<file path="src/core/ioc_pkg.sv">
// package of constants and types for the i/o cell register path
package ioc_pkg;

   ////////////////////////////////////////////////////////////////////////////
   // register map, byte addresses
   localparam logic [3:0] IOC_CFG_OFS    = 4'h0;
   localparam logic [3:0] IOC_CMD_OFS    = 4'h4;
   localparam logic [3:0] IOC_STATUS_OFS = 4'h8;

   // command register bit positions
   localparam int IOC_CMD_COMMIT_BIT = 0;
   localparam int IOC_CMD_INIT_BIT   = 1;

   // input delay selections
   localparam logic [1:0] IOC_DELAY_NONE    = 2'h0;
   localparam logic [1:0] IOC_DELAY_PARTIAL = 2'h1;
   localparam logic [1:0] IOC_DELAY_FULL    = 2'h2;

   // cell configuration, one word
   typedef struct packed {
      logic       enhanced;
      logic       route_b_registered;
      logic       route_a_registered;
      logic       capture_clk_invert;
      logic       capture_enable;
      logic       skip_input_delay;
      logic [1:0] delay_select;
      logic       out_registered;
      logic       out_invert;
      logic       tristate_connected;
      logic       enable_connected;
      logic       enable_to_output;
      logic       enable_to_input;
      logic       out_init_set;
      logic       in_init_set;
      logic       out_clk_invert;
      logic       in_clk_invert;
      logic       in_latch_mode;
   } ioc_cfg_type;

   localparam int IOC_CFG_WIDTH = 19;
   // full delay, enable routed to both elements, everything else clear
   localparam logic [18:0] IOC_CFG_RESET = 19'h01060;

   // status word
   typedef struct packed {
      logic config_done;
      logic pad_level;
      logic capture_level;
      logic output_level;
      logic input_level;
   } ioc_status_type;

endpackage

</file>
<file path="src/core/ioc_register_path.sv">
// register path of one programmable i/o cell with an avalon-mm register slave
//
// Implementation choices: the Avalon-MM register port and the placing of the registers.
`timescale 1ns/100ps
module ioc_register_path
   import ioc_pkg::*;
#(
   parameter int DELAY_TAPS = 2
) (
   // clock and reset
   input  wire logic        ref_clk,
   input  wire logic        rst,
   // avalon-mm slave
   input  wire logic [3:0]  avs_address,
   input  wire logic        avs_read,
   input  wire logic        avs_write,
   input  wire logic [31:0] avs_writedata,
   input  wire logic [3:0]  avs_byteenable,
   output logic      [31:0] avs_readdata,
   output logic             avs_waitrequest,
   // pad side
   input  wire logic        pad_in,
   input  wire logic        input_side_clock,
   input  wire logic        output_side_clock,
   input  wire logic        global_init_pulse,
   output logic             pad_out,
   output logic             pad_oe,
   // core side
   input  wire logic        core_out_data,
   input  wire logic        core_tristate,
   input  wire logic        storage_clock_enable,
   output logic             routed_input_a,
   output logic             routed_input_b
);

   ////////////////////////////////////////////////////////////////////////////
   // declarations
   ioc_cfg_type         shadow_q;
   ioc_cfg_type         cfg_q;
   ioc_status_type      status;
   logic                config_done_q;
   logic                ack_q;
   logic                commit_q;
   logic                sw_init_q;
   logic [2:0]          sync0_q;
   logic [2:0]          sync1_q;
   logic [DELAY_TAPS:0] tap_q;
   logic                delayed_pad;
   logic                init_now;
   ioc_cfg_type         init_cfg;
   logic                ick;
   logic                ick_prev_q;
   logic                ick_rise;
   logic                ock;
   logic                ock_prev_q;
   logic                ock_rise;
   logic                cap_open;
   logic                enable_level;
   logic                in_en;
   logic                out_en;
   logic                capture_q;
   logic                in_d;
   logic                in_q;
   logic                out_d;
   logic                out_q;
   logic                pad_out_q;
   logic                pad_oe_q;
   logic                route_a_q;
   logic                route_b_q;
   logic [31:0]         readdata_q;
   logic [31:0]         cfg_word;

   ////////////////////////////////////////////////////////////////////////////
   // bus slave: one wait cycle, then the answer
   assign avs_waitrequest = (avs_read | avs_write) & ~ack_q;
   assign avs_readdata    = readdata_q;
   assign cfg_word        = {{(32 - IOC_CFG_WIDTH){1'b0}}, shadow_q};

   always_ff @(posedge ref_clk or posedge rst) begin
      if (rst) begin
         ack_q <= 1'b0;
      end else begin
         ack_q <= (avs_read | avs_write) & ~ack_q;
      end
   end

   always_ff @(posedge ref_clk or posedge rst) begin
      if (rst) begin
         readdata_q <= 32'h0000_0000;
      end else if (avs_read & ~ack_q) begin
         if (avs_address == IOC_CFG_OFS) begin
            readdata_q <= cfg_word;
         end else if (avs_address == IOC_STATUS_OFS) begin
            readdata_q <= {27'h000_0000, status};
         end else begin
            readdata_q <= 32'h0000_0000;
         end
      end
   end

   // shadow holds software writes until commit
   always_ff @(posedge ref_clk or posedge rst) begin
      if (rst) begin
         shadow_q <= ioc_cfg_type'(IOC_CFG_RESET);
      end else if (avs_write & ack_q & (avs_address == IOC_CFG_OFS)) begin
         if (avs_byteenable[0]) begin
            shadow_q[7:0] <= avs_writedata[7:0];
         end
         if (avs_byteenable[1]) begin
            shadow_q[15:8] <= avs_writedata[15:8];
         end
         if (avs_byteenable[2]) begin
            shadow_q[18:16] <= avs_writedata[18:16];
         end
      end
   end

   // command strobes, one cycle each
   always_ff @(posedge ref_clk or posedge rst) begin
      if (rst) begin
         commit_q  <= 1'b0;
         sw_init_q <= 1'b0;
      end else begin
         commit_q  <= avs_write & ack_q & (avs_address == IOC_CMD_OFS) & avs_byteenable[0]
                      & avs_writedata[IOC_CMD_COMMIT_BIT];
         sw_init_q <= avs_write & ack_q & (avs_address == IOC_CMD_OFS) & avs_byteenable[0]
                      & avs_writedata[IOC_CMD_INIT_BIT];
      end
   end

   // active configuration changes only at commit
   always_ff @(posedge ref_clk or posedge rst) begin
      if (rst) begin
         cfg_q         <= ioc_cfg_type'(IOC_CFG_RESET);
         config_done_q <= 1'b0;
      end else if (commit_q) begin
         cfg_q         <= shadow_q;
         config_done_q <= 1'b1;
      end
   end

   ////////////////////////////////////////////////////////////////////////////
   // pin synchronisers: pad, input clock, output clock
   always_ff @(posedge ref_clk or posedge rst) begin
      if (rst) begin
         sync0_q <= 3'h0;
         sync1_q <= 3'h0;
      end else begin
         sync0_q <= {output_side_clock, input_side_clock, pad_in};
         sync1_q <= sync0_q;
      end
   end

   // global init is an async pin; its own two-stage catch
   logic init_s0_q;
   logic init_s1_q;
   always_ff @(posedge ref_clk or posedge rst) begin
      if (rst) begin
         init_s0_q <= 1'b0;
         init_s1_q <= 1'b0;
      end else begin
         init_s0_q <= global_init_pulse;
         init_s1_q <= init_s0_q;
      end
   end

   // commit also initialises, so elements start from their configured value
   assign init_now = init_s1_q | sw_init_q | commit_q;
   // a commit loads the values of the word it installs, not of the one it replaces
   assign init_cfg = commit_q ? shadow_q : cfg_q;

   ////////////////////////////////////////////////////////////////////////////
   // input delay line, one tap per ref_clk cycle
   assign tap_q[0] = sync1_q[0];
   genvar gi;
   generate
      for (gi = 1; gi <= DELAY_TAPS; gi++) begin : g_tap
         always_ff @(posedge ref_clk or posedge rst) begin
            if (rst) begin
               tap_q[gi] <= 1'b0;
            end else begin
               tap_q[gi] <= tap_q[gi-1];
            end
         end
      end
   endgenerate

   // base variant has a single tap: any nonzero choice inserts it
   always_comb begin
      delayed_pad = tap_q[0];
      if (cfg_q.skip_input_delay || cfg_q.delay_select == IOC_DELAY_NONE) begin
         delayed_pad = tap_q[0];
      end else if (!cfg_q.enhanced || cfg_q.delay_select == IOC_DELAY_PARTIAL) begin
         delayed_pad = tap_q[1];
      end else begin
         delayed_pad = tap_q[DELAY_TAPS];
      end
   end

   ////////////////////////////////////////////////////////////////////////////
   // clock polarity and edge detection
   assign ick      = sync1_q[1] ^ cfg_q.in_clk_invert;
   assign ock      = sync1_q[2] ^ cfg_q.out_clk_invert;
   assign cap_open = ~(sync1_q[2] ^ cfg_q.capture_clk_invert);
   assign ick_rise = ick & ~ick_prev_q;
   assign ock_rise = ock & ~ock_prev_q;

   // a commit that flips the polarity must not look like a clock edge
   always_ff @(posedge ref_clk or posedge rst) begin
      if (rst) begin
         ick_prev_q <= 1'b0;
      end else if (commit_q) begin
         ick_prev_q <= sync1_q[1] ^ shadow_q.in_clk_invert;
      end else begin
         ick_prev_q <= ick;
      end
   end

   always_ff @(posedge ref_clk or posedge rst) begin
      if (rst) begin
         ock_prev_q <= 1'b0;
      end else if (commit_q) begin
         ock_prev_q <= sync1_q[2] ^ shadow_q.out_clk_invert;
      end else begin
         ock_prev_q <= ock;
      end
   end

   // shared enable, never inverted, high when left unconnected
   assign enable_level = ~cfg_q.enable_connected | storage_clock_enable;
   assign in_en        = ~cfg_q.enable_to_input | enable_level;
   assign out_en       = ~cfg_q.enable_to_output | enable_level;

   ////////////////////////////////////////////////////////////////////////////
   // fast capture latch, transparent low on the output clock
   always_ff @(posedge ref_clk or posedge rst) begin
      if (rst) begin
         capture_q <= 1'b0;
      end else if (init_now) begin
         capture_q <= init_cfg.in_init_set;
      end else if (config_done_q && cap_open) begin
         capture_q <= delayed_pad;
      end
   end

   assign in_d = (cfg_q.enhanced & cfg_q.capture_enable) ? capture_q : delayed_pad;

   ////////////////////////////////////////////////////////////////////////////
   // input storage element; latch follows d one ref_clk later
   always_ff @(posedge ref_clk or posedge rst) begin
      if (rst) begin
         in_q <= 1'b0;
      end else if (init_now) begin
         in_q <= init_cfg.in_init_set;
      end else if (config_done_q && in_en) begin
         if (cfg_q.in_latch_mode) begin
            if (ick) begin
               in_q <= in_d;
            end
         end else if (ick_rise) begin
            in_q <= in_d;
         end
      end
   end

   ////////////////////////////////////////////////////////////////////////////
   // routed input taps
   always_ff @(posedge ref_clk or posedge rst) begin
      if (rst) begin
         route_a_q <= 1'b0;
      end else begin
         route_a_q <= cfg_q.route_a_registered ? in_q : delayed_pad;
      end
   end

   always_ff @(posedge ref_clk or posedge rst) begin
      if (rst) begin
         route_b_q <= 1'b0;
      end else begin
         route_b_q <= cfg_q.route_b_registered ? in_q : delayed_pad;
      end
   end

   assign routed_input_a = route_a_q;
   assign routed_input_b = route_b_q;

   ////////////////////////////////////////////////////////////////////////////
   // output path
   assign out_d = core_out_data ^ cfg_q.out_invert;

   always_ff @(posedge ref_clk or posedge rst) begin
      if (rst) begin
         out_q <= 1'b0;
      end else if (init_now) begin
         out_q <= init_cfg.out_init_set;
      end else if (config_done_q && out_en && ock_rise) begin
         out_q <= out_d;
      end
   end

   // pad driven only after configuration; three-state high wins over all when tristate_connected is set
   always_ff @(posedge ref_clk or posedge rst) begin
      if (rst) begin
         pad_out_q <= 1'b0;
      end else begin
         pad_out_q <= cfg_q.out_registered ? out_q : out_d;
      end
   end

   always_ff @(posedge ref_clk or posedge rst) begin
      if (rst) begin
         pad_oe_q <= 1'b0;
      end else begin
         pad_oe_q <= config_done_q & ~(cfg_q.tristate_connected & core_tristate);
      end
   end

   assign pad_out = pad_out_q;
   assign pad_oe  = pad_oe_q;

   ////////////////////////////////////////////////////////////////////////////
   // status view
   assign status = '{config_done:   config_done_q,
                     pad_level:     delayed_pad,
                     capture_level: capture_q,
                     output_level:  out_q,
                     input_level:   in_q};

endmodule // ioc_register_path

</file>
<file path="config.mk">
export PLATFORM = sky130hd
export DESIGN_NAME = ioc_register_path
export DESIGN_NICKNAME = d
export VERILOG_FILES = /design/src/core/ioc_pkg.sv /design/src/core/ioc_register_path.sv
export SDC_FILE = /design/constraint.sdc
export NUM_CORES = 1
export LEC_CHECK = 0
export ABC_AREA = 0
export BUFFER_PORTS_ARGS = -buffer_cell sky130_fd_sc_hd__clkbuf_2
export CORE_MARGIN = 1.5
export CORE_UTILIZATION = 56
export DETAILED_ROUTE_END_ITERATION = 7
export PLACE_DENSITY = 0.84
export SLEW_MARGIN = 0
export SYNTH_ARGS = -nofsm -noshare
export SYNTH_HDL_FRONTEND = slang
export SYNTH_SLANG_ARGS = --single-unit
</file>
<file path="constraint.sdc">
create_clock -name ref_clk -period 7.2 [get_ports ref_clk]
set_input_delay 1.44 -clock ref_clk [delete_from_list [all_inputs] [get_ports ref_clk]]
set_output_delay 1.44 -clock ref_clk [all_outputs]
set_load 0.01 [all_outputs]
</file>
==> impl_metrics.tcl, run 1 <==
set metrics [dict create \
    status "complete, no violations" \
    clock_sinks 80 \
    drt_pass1_iterations 4 \
    wire_per_inst_um 16.2 \
    rsz0062_at_grt "no" \
    cts_buffers 9 \
    grt_antenna_before_repair 0 \
    grt_pass1_vias 2088 \
    hpwl_mm 4.10 \
    core_um2 5610 \
    switching_power_mw 0.219 \
    layout.nets 343 \
    synth-edff-count 0 \
    fin_ws_ns 3.88 \
    synth.distinct_cells 42 \
    n_antenna_cell 0 \
    grt_pass1_wl_mm 10.2 \
    ys_warn_count 0 \
    gr-total-overflow 0 \
    hp-class "flop to flop" \
    cp.arrival_ns 1.88 \
    synth.ff_latch_count 80 \
    detail-route-antenna-nets 0 \
    rows 27 \
    tns_ns 0 \
    die-area_um2 6400 \
    critPathLaunchType "input port" \
    fp.dieH_um 80.0 \
    cts_hold_buf 0 \
    clockBufferDepth 2 \
    finalWirelength_mm 5.99 \
    synthArstFlopShare 1.00 \
    hold_depth 0 \
    clockPowerShare 0.413 \
    finClkSkew_ns 0.00570 \
    power_frac_comb 0.083 \
    post-place-ws_ns 3.87 \
    period_share 0.462 \
    via_count 1972 \
    syn_inst 229 \
    peakVddDrop_uv 147 \
    power.share.sequential 0.504 \
    syn_area_per_cell_um2 14.5 \
    die-width_um 80.0 \
    grt_start_max_net_pins 81 \
    swShare 0.221 \
    io_buffers 60 \
    syn_area_um2 3320 \
    drt_iter0_drc 152 \
    worstSetupPathType "input port to output port" \
    power.internal_mw 0.771 \
    cts_tree "done" \
    drc 0 \
    yosys-top-cells-area "dfrtp_1, mux2_4, mux2_2" \
    initial_core_util 0.592 \
    yosysSeqAreaShare 0.605 \
    maxCapViolations 0 \
    cts-resized-gates 0 \
    max_slew.worst_pin.slew_ns 1.15 \
    fmax_mhz 301 \
    synth_top_cell_by_area "dfrtp_1" \
    clock-root-buffer "clkbuf_8" \
    synth_ff_type "dfrtp_1" \
    finalHoldViolCount 0 \
    cts_setup_buffers 0 \
    p_per_area_nw_per_um2 255 \
    ioPinCount 88 \
    final-setup-viol-count 0 \
    routed_via_density 5.34 \
    finalCriticalPeriod_ns 3.32 \
    relSlewSlack 0.233 \
    cp-end-kind "output port" \
    gr-usage-all-layers 0.215 \
    required_ns 5.76 \
    routabilityCongestion 0.802 \
    rr_worst_depth 3 \
    slew_viol_final 0 \
    p_leak_nw 2.05 \
    drive_above_1_share 0.438 \
    worstSkewPairLatency_ns 0.34 \
    syn2layout_area_growth_pct 16.7 \
    crit_fanout 2 \
    cts.clk_slew.worst_paths_ns 0.08 \
    yosysTopAreaCellShare 0.558 \
    h-tree-depth 3 \
]
sequential cells by signal (all words and copies together), names as in the netlist, 2 cells and up:
name	flops
avs_readdata	19
cfg_q	19
cfg_word	19
sync0_q	3
sync1_q	3
tap_q	2
layout by cell type, fill, tap and decap left out, types with 2 or more instances in the layout:
master and count:
dfrtp_1 74, clkbuf_2 60, mux2_2 19, mux2_4 19
a22o_1 14, conb_1 13, nand2_1 11, clkbuf_8 11
mux2i_1 8, nor2_1 6, dfstp_2 6, inv_1 5
o21ai_0 5, xor2_1 5, o31ai_1 4, a21oi_1 3
a31oi_1 3, bufinv_16 3, nand2_8 2, and2_1 2
metrics by stage:
stage                      util  area, um^2  total power, mW  cells  hold slack [ns]
after global routing      0.691        3870             1.03    369            0.365
final                     0.691        3870            0.989    369            0.353
after floorplan               -        3370            0.564    241            0.331
after CTS                 0.691        3870            0.997    369            0.355
after global placement    0.646        3620            0.586    353            0.332
after detailed placement  0.646        3620            0.591    353            0.336
logic make-up after synthesis:
family                    count (synthesis)  synth area share
buffers and inverters                    27            0.0497
other                                     1           0.00113
DFF                                      80             0.605
xor gates and xnor gates                  6            0.0158
muxes                                    46             0.174
AOI/OAI and AO/OA                        32            0.0712
and+or+nand+nor                          37            0.0825
cells in the mapped netlist (all sizes together), types with 2 or more instances:
cell type  count
a31oi          3
clkbuf         2
dfstp          6
xor2           5
o31ai          4
nor3           2
and2           2
nor2           7
nand2         14
mux2i          8
inv            6
o21ai          5
a22o          14
buf           19
mux2          38
dfrtp         74
a21oi          3
power by group through the flow:
stage / Combinational (mW) / Clock [mW] / Sequential, mW
6_report: 0.0820 / 0.408 / 0.499
4_1_cts: 0.0836 / 0.414 / 0.499
2_1_floorplan: 0.0615 / 0 / 0.503
3_3_place_gp: 0.0803 / 0 / 0.506
5_1_grt: 0.0906 / 0.434 / 0.503
3_5_place_dp: 0.0831 / 0 / 0.508
per-layer routing:
layer | vias up | part of all wire | global-route usage
met5 | - | 0 | 0
li1 | 903 | - | -
met4 | 0 | 0.023 | 0.105
met1 | 1005 | 0.44 | 0.279
met3 | 14 | 0.038 | 0.0389
met2 | 50 | 0.50 | 0.346
area by class of cell:
| type | count | area [um^2] |
|---|---|---|
| flip-flops and latches | 80 | 2010 |
| fillers | 441 | 1730 |
| multi-input cells | 134 | 1190 |
| repair buffers | 61 | 308 |
| clock buffers | 12 | 155 |
| clock inverters | 4 | 98.8 |
| well taps | 72 | 90.1 |
| inverters | 6 | 22.5 |
final timing paths:
path	start	to	slack, ns
worst max-delay path	avs_write	avs_waitrequest	3.88
worst min-delay path	sync0_q[0]	sync1_q[0]	0.35
worst max register to register	ack_q	avs_readdata[13]	4.96
worst min register to register	sync0_q[0]	sync1_q[0]	0.35
max in group asynchronous	rst	init_s0_q	5.23
min in group asynchronous	rst	cfg_word[11]	1.37
critical path, cell delays in order:
cell,delay [ns]
clkbuf_2,0.11
nor2_1,0.05
nor2_1,0.12
clkbuf_2,0.16
Note: power is estimated with default switching activity, not from simulation.
==> run 2: changes to the inputs <==
- CORE_UTILIZATION: 56 -> 47
- PLACE_DENSITY: 0.84 -> 0.75
- clock period: 7.2 -> 2.9 ns (I/O delays scaled with it)
==> run 2 against run 1 <==
Clock power grew 93%. Clock skew grew 0.0049 ns. Non-clock buffer count grew 2. Die area grew 18%. Critical path depth grew 1. Utilization shrank 12 points. Sequential power grew 150%. Sequential cell count is the same.
==> impl_metrics.tcl, run 2 (synthesis results as in run 1) <==
set metrics [dict create \
    syn2layout_area_growth_pct 16.5 \
    clock_sinks 80 \
    cts.clk_slew.worst_paths_ns 0.08 \
    fmax_mhz 559 \
    finClkSkew_ns 0.0106 \
    n_antenna_cell 0 \
    critPathLaunchType "flop" \
    p_per_area_nw_per_um2 578 \
    slew_viol_final 0 \
    finalHoldViolCount 0 \
    maxCapViolations 0 \
    tns_ns 0 \
    cpMaxStageDelayCell "dfrtp_1" \
    status "complete, no violations" \
    detail-route-antenna-nets 0 \
    stdcell_area_um2 3870 \
    grt_antenna_before_repair 0 \
    layout.nets 345 \
    slowest_delay_ns 0.71 \
    core_um2 6790 \
    routabilityCongestion 0.692 \
    gr-total-overflow 0 \
    cp.arrival_ns 2.05 \
    cts-resized-gates 0 \
    grt_start_max_net_pins 81 \
    via_count 1933 \
    nFillCells 574 \
    p_leak_nw 2.03 \
    period_share 0.617 \
    grt_pass1_vias 2006 \
    fp.dieH_um 87.1 \
    peakVddDrop_uv 328 \
    crit_fanout 22 \
    hpwl_mm 4.09 \
    die-width_um 87.1 \
    rows 30 \
    r2r_end "in_q" \
    hp-class "input port to asynchronous set/reset pin" \
    drive_above_1_share 0.435 \
    worstPathCellList "nor3_2 > buf_4 > nand2_1 > a311oi_1 > mux2i_1" \
    h-tree-depth 3 \
    cts_buffers 9 \
    clockBufferDepth 2 \
    max_slew.worst_pin.slew_ns 0.878 \
    drt_iter0_drc 87 \
    finalWirelength_mm 5.85 \
    cts_tree "done" \
    cts_setup_buffers 0 \
    required_ns 3.16 \
    drt_pass1_iterations 4 \
    layoutNonFillerInstCount 395 \
    final_common_cell "dfrtp_1" \
    layout_common_cells "dfrtp_1, clkbuf_2, mux2_2, mux2_4, a22o_1" \
    clock-root-buffer "clkbuf_8" \
    ioPinCount 88 \
    initial_core_util 0.489 \
    io_buffers 60 \
    worstReg2RegStart "commit_q" \
    rr_worst_depth 5 \
    drc 0 \
    dpl_cell_area_um2 3680 \
    grt_pass1_wl_mm 9.94 \
    rsz0062_at_grt "no" \
    final-setup-viol-count 0 \
    worstSetupPathType "flop to flop" \
    relSlewSlack 0.415 \
    dp.cells 379 \
    gr-usage-all-layers 0.176 \
    die-area_um2 7580 \
    cp-end-kind "flop" \
    worstSkewPairLatency_ns 0.34 \
    cts_hold_buf 0 \
    wire_per_inst_um 14.8 \
    reg2reg_slack_ns 1.11 \
    finalCriticalPeriod_ns 1.79 \
    routed_via_density 4.89 \
]
[run 2: changes by cell type in the layout (fill, tap and decap cells not counted), sizes merged]
cell,previous run,this run
buf,1,3
bufinv,3,1
clkbuf,72,73
clkinv,0,1
clkinvlp,0,1
inv,7,6
[run 2: final cells by class]
cell class / instances / area [um^2] / area share
Clock buffer: 13 / 149 / 0.0385
Inverter: 6 / 22.5 / 0.00582
Timing Repair Buffer: 63 / 335 / 0.0866
Sequential cell: 80 / 2010 / 0.519
Clock inverter: 3 / 42.5 / 0.0110
Multi-Input combinational cell: 134 / 1190 / 0.308
Tap cell: 96 / 120 / 0.0310
[run 2: worst max-delay path: cells and delay by family (launching register included)]
kind                   cells  cell delay, ns
DFF                        1            0.71
and+or+nand+nor            2            0.35
AOI/OAI and AO/OA          1            0.28
muxes                      1            0.21
buffers and inverters      1            0.17
[run 2: how the worst max path moves through the flow]
stage,start,end,slack [ns]
2_1_floorplan,rst,ack_q,0.28
3_3_place_gp,avs_address[2],avs_readdata[18],0.90
3_5_place_dp,avs_address[2],avs_readdata[9],0.83
4_1_cts,commit_q,in_q,1.07
5_1_grt,commit_q,in_q,0.93
6_report,commit_q,in_q,1.11
[run 2: where the power goes]
group | internal, mW | switching, mW
sequential | 1.19 | 0.0514
combinational | 0.107 | 0.0994
clock | 0.421 | 0.368
[run 2: metrics by stage]
step / util / power, mW / setup slack (ns) / hold WS (ns)
after floorplan: - / 1.40 / 0.278 / 0.331
after CTS: 0.570 / 2.27 / 1.07 / 0.314
after detailed placement: 0.541 / 1.47 / 0.832 / 0.336
after global routing: 0.570 / 2.35 / 0.932 / 0.321
after global placement: 0.541 / 1.46 / 0.902 / 0.334
final: 0.570 / 2.24 / 1.11 / 0.305
[run 2: per-layer routing]
| metal | wire length (um) | up-vias | track usage |
|---|---|---|---|
| met4 | 96 | 0 | 0.0733 |
| met5 | 0 | - | 0 |
| met2 | 2640 | 70 | 0.260 |
| met1 | 2750 | 941 | 0.242 |
| li1 | - | 912 | - |
| met3 | 369 | 10 | 0.0559 |
